`config.mk`:
```
export PLATFORM = sky130hd
export DESIGN_NAME = iop_regs
export DESIGN_NICKNAME = d
export VERILOG_FILES = /design/src/logic/iop_pkg.sv /design/src/logic/iop_regs.sv
export SDC_FILE = /design/constraint.sdc
export NUM_CORES = 1
export LEC_CHECK = 0
export BUFFER_PORTS_ARGS = -buffer_cell sky130_fd_sc_hd__buf_2
export CORE_MARGIN = 2
export CORE_UTILIZATION = 55
export DETAILED_ROUTE_END_ITERATION = 10
export PLACE_DENSITY = 0.83
export SLEW_MARGIN = 20
export SYNTH_ARGS = -nofsm -noshare
export SYNTH_HDL_FRONTEND = slang
export SYNTH_SLANG_ARGS = --single-unit
```
`constraint.sdc`:
```
create_clock -name clock_i -period 4 [get_ports clock_i]
set_input_delay 0.8 -clock clock_i [delete_from_list [all_inputs] [get_ports clock_i]]
set_output_delay 0.8 -clock clock_i [all_outputs]
set_load 0.02 [all_outputs]
```
`src/logic/iop_pkg.sv`:
```
package iop_pkg;
  // register addresses
  localparam logic [7:0] ADDR_ACC_OFF_Y   = 8'h72;
  localparam logic [7:0] ADDR_ACC_OFF_Z   = 8'h73;
  localparam logic [7:0] ADDR_GYR_OFF_X   = 8'h74;
  localparam logic [7:0] ADDR_GYR_OFF_Y   = 8'h75;
  localparam logic [7:0] ADDR_GYR_OFF_Z   = 8'h76;
  localparam logic [7:0] ADDR_GYR_OFF_HI  = 8'h77;
  localparam logic [7:0] ADDR_PWR_CONFIG  = 8'h7C;
  localparam logic [7:0] ADDR_PWR_CONTROL = 8'h7D;
  localparam logic [7:0] ADDR_COMMAND     = 8'h7E;

  // reset values
  localparam logic [7:0] RST_ZERO       = 8'h00;
  localparam logic [7:0] RST_PWR_CONFIG = 8'h03;
  localparam logic [7:0] READ_ZERO      = 8'h00;

  // field positions in the shared gyro register
  localparam int GYR_HI_X_LSB  = 0;
  localparam int GYR_HI_Y_LSB  = 2;
  localparam int GYR_HI_Z_LSB  = 4;
  localparam int GYR_OFF_EN_BIT  = 6;
  localparam int GYR_GAIN_EN_BIT = 7;

  // power configuration fields
  localparam int PWR_APS_BIT  = 0;
  localparam int PWR_FSW_BIT  = 1;
  localparam int PWR_FUP_BIT  = 2;

  // power control fields
  localparam int PCTL_AUX_BIT  = 0;
  localparam int PCTL_GYR_BIT  = 1;
  localparam int PCTL_ACC_BIT  = 2;
  localparam int PCTL_TEMP_BIT = 3;

  // command codes
  localparam logic [7:0] CMD_GYRO_TRIGGER = 8'h02;
  localparam logic [7:0] CMD_GAIN_APPLY   = 8'h03;
  localparam logic [7:0] CMD_NVM_PROGRAM  = 8'hA0;
  localparam logic [7:0] CMD_FIFO_FLUSH   = 8'hB0;
  localparam logic [7:0] CMD_SOFT_RESET   = 8'hB6;
endpackage

```
`src/logic/iop_regs.sv`:
```
// Notes on behaviour
// - accel Y and Z offsets, 8-bit read/write
// - gyro offsets are 10 bits, shared high bits
// - offset enable adds gyro offsets to data
// - gain enable applies gyro gain compensation
// - offset registers reset to zero
// - power config resets 0x03, bit0 power save
// - bit1 allows FIFO reads in low power
// - bit2 enables fast power up
// - power control bits enable four subsystems
// - command register always reads zero
// - code 0x02 triggers gyro operations
// - code 0x03 applies new gyro gain
// - 0xa0 programs NVM, 0xb0 flushes FIFO
// - 0xb6 soft reset restores all defaults
`timescale 1ns/1ps
module iop_regs #(
  parameter int ADDR_W = 8,
  parameter int DATA_W = 8
) (
  // clock and reset
  input  wire logic              clock_i,
  input  wire logic              rst_i,
  // register port
  input  wire logic [ADDR_W-1:0] addr_i,
  input  wire logic [DATA_W-1:0] wdata_i,
  input  wire logic              wr_i,
  input  wire logic              rd_i,
  output logic      [DATA_W-1:0] rdata_o,
  // offsets to the datapaths
  output logic      [7:0]        acc_off_y_o,
  output logic      [7:0]        acc_off_z_o,
  output logic      [9:0]        gyr_off_x_o,
  output logic      [9:0]        gyr_off_y_o,
  output logic      [9:0]        gyr_off_z_o,
  output logic                   gyr_off_en_o,
  output logic                   gyr_gain_en_o,
  // power controls
  output logic                   adv_power_save_o,
  output logic                   fifo_self_wake_o,
  output logic                   fast_power_up_o,
  output logic                   aux_en_o,
  output logic                   gyr_en_o,
  output logic                   acc_en_o,
  output logic                   temp_en_o,
  // command pulses
  output logic                   gyro_trigger_o,
  output logic                   gain_apply_o,
  output logic                   nvm_program_o,
  output logic                   fifo_flush_o,
  output logic                   soft_reset_o
);

  logic [7:0] acc_off_y;
  logic [7:0] acc_off_z;
  logic [7:0] gyr_lo_x;
  logic [7:0] gyr_lo_y;
  logic [7:0] gyr_lo_z;
  logic [7:0] gyr_hi;
  logic [7:0] pwr_cfg;
  logic [7:0] pwr_ctl;
  logic       wr_cmd;
  logic       soft_rst;
  logic       clr;
  logic [7:0] next_rdata;

  assign wr_cmd = wr_i && (addr_i[7:0] == iop_pkg::ADDR_COMMAND);
  // soft reset is decoded combinationally so the defaults land on the same edge
  assign soft_rst = wr_cmd && (wdata_i[7:0] == iop_pkg::CMD_SOFT_RESET);
  assign clr = rst_i || soft_rst;

  // offset registers
  always_ff @(posedge clock_i) begin
    if (clr) begin
      acc_off_y <= iop_pkg::RST_ZERO;
      acc_off_z <= iop_pkg::RST_ZERO;
      gyr_lo_x  <= iop_pkg::RST_ZERO;
      gyr_lo_y  <= iop_pkg::RST_ZERO;
      gyr_lo_z  <= iop_pkg::RST_ZERO;
      gyr_hi    <= iop_pkg::RST_ZERO;
    end else if (wr_i) begin
      unique case (addr_i[7:0])
        iop_pkg::ADDR_ACC_OFF_Y:  acc_off_y <= wdata_i[7:0];
        iop_pkg::ADDR_ACC_OFF_Z:  acc_off_z <= wdata_i[7:0];
        iop_pkg::ADDR_GYR_OFF_X:  gyr_lo_x  <= wdata_i[7:0];
        iop_pkg::ADDR_GYR_OFF_Y:  gyr_lo_y  <= wdata_i[7:0];
        iop_pkg::ADDR_GYR_OFF_Z:  gyr_lo_z  <= wdata_i[7:0];
        iop_pkg::ADDR_GYR_OFF_HI: gyr_hi    <= wdata_i[7:0];
        default: ;
      endcase
    end
  end

  // power registers
  always_ff @(posedge clock_i) begin
    if (clr) begin
      pwr_cfg <= iop_pkg::RST_PWR_CONFIG;
      pwr_ctl <= iop_pkg::RST_ZERO;
    end else if (wr_i && addr_i[7:0] == iop_pkg::ADDR_PWR_CONFIG) begin
      pwr_cfg <= wdata_i[7:0];
    end else if (wr_i && addr_i[7:0] == iop_pkg::ADDR_PWR_CONTROL) begin
      pwr_ctl <= wdata_i[7:0];
    end
  end

  // outputs to the datapaths, registered
  always_ff @(posedge clock_i) begin
    if (rst_i) begin
      acc_off_y_o      <= iop_pkg::RST_ZERO;
      acc_off_z_o      <= iop_pkg::RST_ZERO;
      gyr_off_x_o      <= '0;
      gyr_off_y_o      <= '0;
      gyr_off_z_o      <= '0;
      gyr_off_en_o     <= 1'b0;
      gyr_gain_en_o    <= 1'b0;
      // follow the power register's own reset so no false low leaks out of reset
      adv_power_save_o <= iop_pkg::RST_PWR_CONFIG[iop_pkg::PWR_APS_BIT];
      fifo_self_wake_o <= iop_pkg::RST_PWR_CONFIG[iop_pkg::PWR_FSW_BIT];
      fast_power_up_o  <= iop_pkg::RST_PWR_CONFIG[iop_pkg::PWR_FUP_BIT];
      aux_en_o         <= 1'b0;
      gyr_en_o         <= 1'b0;
      acc_en_o         <= 1'b0;
      temp_en_o        <= 1'b0;
    end else begin
      acc_off_y_o      <= acc_off_y;
      acc_off_z_o      <= acc_off_z;
      gyr_off_x_o      <= {gyr_hi[iop_pkg::GYR_HI_X_LSB +: 2], gyr_lo_x};
      gyr_off_y_o      <= {gyr_hi[iop_pkg::GYR_HI_Y_LSB +: 2], gyr_lo_y};
      gyr_off_z_o      <= {gyr_hi[iop_pkg::GYR_HI_Z_LSB +: 2], gyr_lo_z};
      gyr_off_en_o     <= gyr_hi[iop_pkg::GYR_OFF_EN_BIT];
      gyr_gain_en_o    <= gyr_hi[iop_pkg::GYR_GAIN_EN_BIT];
      adv_power_save_o <= pwr_cfg[iop_pkg::PWR_APS_BIT];
      fifo_self_wake_o <= pwr_cfg[iop_pkg::PWR_FSW_BIT];
      fast_power_up_o  <= pwr_cfg[iop_pkg::PWR_FUP_BIT];
      aux_en_o         <= pwr_ctl[iop_pkg::PCTL_AUX_BIT];
      gyr_en_o         <= pwr_ctl[iop_pkg::PCTL_GYR_BIT];
      acc_en_o         <= pwr_ctl[iop_pkg::PCTL_ACC_BIT];
      temp_en_o        <= pwr_ctl[iop_pkg::PCTL_TEMP_BIT];
    end
  end

  // command pulses, one cycle after the write; other codes do nothing
  always_ff @(posedge clock_i) begin
    if (rst_i) begin
      gyro_trigger_o <= 1'b0;
      gain_apply_o   <= 1'b0;
      nvm_program_o  <= 1'b0;
      fifo_flush_o   <= 1'b0;
      soft_reset_o   <= 1'b0;
    end else begin
      gyro_trigger_o <= wr_cmd && wdata_i[7:0] == iop_pkg::CMD_GYRO_TRIGGER;
      gain_apply_o   <= wr_cmd && wdata_i[7:0] == iop_pkg::CMD_GAIN_APPLY;
      nvm_program_o  <= wr_cmd && wdata_i[7:0] == iop_pkg::CMD_NVM_PROGRAM;
      fifo_flush_o   <= wr_cmd && wdata_i[7:0] == iop_pkg::CMD_FIFO_FLUSH;
      soft_reset_o   <= soft_rst;
    end
  end

  // read mux; command and unmapped addresses read zero
  always_comb begin
    next_rdata = iop_pkg::READ_ZERO;
    unique case (addr_i[7:0])
      iop_pkg::ADDR_ACC_OFF_Y:   next_rdata = acc_off_y;
      iop_pkg::ADDR_ACC_OFF_Z:   next_rdata = acc_off_z;
      iop_pkg::ADDR_GYR_OFF_X:   next_rdata = gyr_lo_x;
      iop_pkg::ADDR_GYR_OFF_Y:   next_rdata = gyr_lo_y;
      iop_pkg::ADDR_GYR_OFF_Z:   next_rdata = gyr_lo_z;
      iop_pkg::ADDR_GYR_OFF_HI:  next_rdata = gyr_hi;
      iop_pkg::ADDR_PWR_CONFIG:  next_rdata = pwr_cfg;
      iop_pkg::ADDR_PWR_CONTROL: next_rdata = pwr_ctl;
      default: ;
    endcase
  end

  always_ff @(posedge clock_i) begin
    if (rst_i) begin
      rdata_o <= '0;
    end else if (rd_i) begin
      rdata_o <= DATA_W'(next_rdata);
    end else begin
      rdata_o <= '0;
    end
  end

endmodule
```
==> run metrics <==
Post-synth EDFFs 0; kind of end point of the critical path flop; Area Growth Syn to Fin 16.3%; Starting Density 55.9%; CTS Buf Count 17; post-route ant nets 0; CP Max Fanout 41; Seq pwr share 42.0%; Syn Area/Cell 10.3 um^2; Die Height 106 um; final hold violations 0; initial antenna violation count 0; Leak 2.37 nW; vias per inst 6.83; Clk pwr share 53.3%; Compound-Gate Fraction of Synth Area 21.5%; sequential area share after synthesis 46.4%; largest family of logic cells by synthesized area compound AO/OA/AOI/OAI gates; Max Cap Viol 0; Final Wtd Congestion 0.890; switching pwr 0.000686 W; layout cells sized above 1 25.5%; period utilization 64.9%; core area 0.0102 mm^2; top cells by area, synth dfxtp_1 46%, a221oi_1 9.1%, o31ai_1 8.4%; Async SR Flop Fraction 0%; sequence of cells on the critical path buf_2 > nand3b_1 > nor3_4 > buf_4 > a221oi_1; Worst path max stage delay 0.77 ns; synth warn 0; via count 4979; Comb power frac 4.7%; Post-synth top cells 132 x dfxtp_1, 65 x nand4_1, 64 x o31ai_1; RSZ-0062 raised after global routing no; IO Port Bufs 87; XOR/XNOR Fraction of Synth Area 0%; crit path kind input pin to flop; most numerous cell in the Yosys netlist dfxtp_1; Worst VDD drop 0.217 mV; number of global-route vias before repair 4785; post-synth top area share 46.4%; Wirelength per Cell 21.4 um; # diodes 0; worst path arrival time 2.95 ns; critical path's slowest cell nand3b_1; hold path depth 2; Syn Inst Count 550; # rows 37; Worst Clk Skew 0.00752 ns; top-level port count 88; synthesized cell area 0.00569 mm^2; Tot GR Track Use 28.3%; Setup Fix Bufs, Post-CTS 0; pwr dens 474 mW/mm^2; first-pass GRT wire length 24800 um; logic depth of the worst register-to-register path 3; Worst-Skew Late Latency 0.53 ns; Hold WC Path Type flop to flop; clock sink total 132; Max clock buf depth 2; syn_nets 570; final setup vio count 0; largest registers gyr_off_x_o: 10 flops, gyr_off_y_o: 10 flops, gyr_off_z_o: 10 flops; Worst Tran Pin Value 1.01 ns; mux contribution to synthesized area 6.16%; status complete, no violations; Synth Area in Adders 0%; hold_ws 0.490 ns; crit path launch type input pin; switch share 21.9%; Max Freq 385 MHz; total negative slack 0 ns; Slew headroom 32.5%; H-Tree Depth 4; die span in x 106 um; CTS Hold Bufs 0; Cell Int Power 0.00245 W; final-stage net count 601; Reg-to-Reg Start gyr_hi[4]; Post-Synth Simple-Gate Area 18.4%; CTS tree done; post-synth top area cell dfxtp_1; detailed placement HPWL 9350 um; Iter 0 DRT Violations 624; GRT overflow 0; Residual DRC 0; required time worst endpoint 4.35 ns; Slew Limit Fails 0; CP Launch Point addr_i[0]; largest net degree at the start of global routing 118; Post-CTS Resized 0; hold path start pwr_ctl[5]; Pre-antenna DRT Iters 6; die area 0.0112 mm^2; final worst path period need 2.60 ns; Synth Register Bits 132; Yosys cell types 41; Detailed Route WL 15600 um; Worst-path clk slew 0.06 ns; Top FF cell, synth dfxtp_1; CTS Root Cell clkbuf_8
## logic make-up after synthesis
kind of cell | count (synthesis)
and+or+nand+nor | 163
AOI/OAI and AO/OA | 144
DFF | 132
buffers and inverters | 86
muxes | 25
## layer usage
metal	track usage [%]	wire (um)
met1	37.0	5930
met5	0	0
met2	42.8	7130
met3	9.96	2160
met4	11.7	362
## power groups by stage
stage | clock network (W) | logic [W] | registers, W
after detailed placement | 0 | 0.000140 | 0.00135
after global placement | 0 | 0.000135 | 0.00135
final | 0.00167 | 0.000149 | 0.00132
after global routing | 0.00175 | 0.000155 | 0.00132
after CTS | 0.00168 | 0.000142 | 0.00132
after floorplan | 0 | 0.000111 | 0.00135
## worst max-delay path: cells and delay by family
kind	cells	cell delay, ns
AO/OA/AOI/OAI	1	0.20
buffers and inverters	2	0.82
AND/OR/NAND/NOR	2	1.10
## cell usage in the layout (no fill, tap or decap), drive strengths merged, types with 11 or more instances in the layout
cell type,synthesis,layout
a221oi,62,62
dfxtp,132,132
mux2i,17,17
o31ai,64,64
nand3,11,11
buf,51,95
nor2b,54,54
nand4,65,65
clkbuf,32,19
## layout make-up
type | count | area (um^2)
fillers | 807 | 3570
flip-flops and latches | 132 | 2640
multi-input cells | 332 | 2640
repair buffers | 95 | 509
clock buffers | 19 | 442
clock inverters | 12 | 203
well taps | 136 | 170
inverters | 3 | 11.3
## stage by stage
| step | setup WS (ns) | power [W] | cells | util, % | instance area (um^2) |
|---|---|---|---|---|---|
| after global placement | 1.02 | 0.00148 | 697 | 58.4 | 5950 |
| final | 1.40 | 0.00314 | 729 | 65.0 | 6620 |
| after detailed placement | 0.929 | 0.00149 | 698 | 58.6 | 5970 |
| after floorplan | 1.93 | 0.00146 | 550 | - | 5690 |
| after global routing | 1.25 | 0.00322 | 729 | 65.0 | 6620 |
| after CTS | 1.47 | 0.00314 | 729 | 64.9 | 6610 |
## path summary, 6_finish.rpt
| check | to | slack, ns |
|---|---|---|
| max | gyr_lo_z[1] | 1.40 |
| min | pwr_ctl[5] | 0.49 |
| max reg2reg | rdata_o[4] | 2.49 |
| min reg2reg | pwr_ctl[5] | 0.49 |
Power figures use the tool's default switching activity.
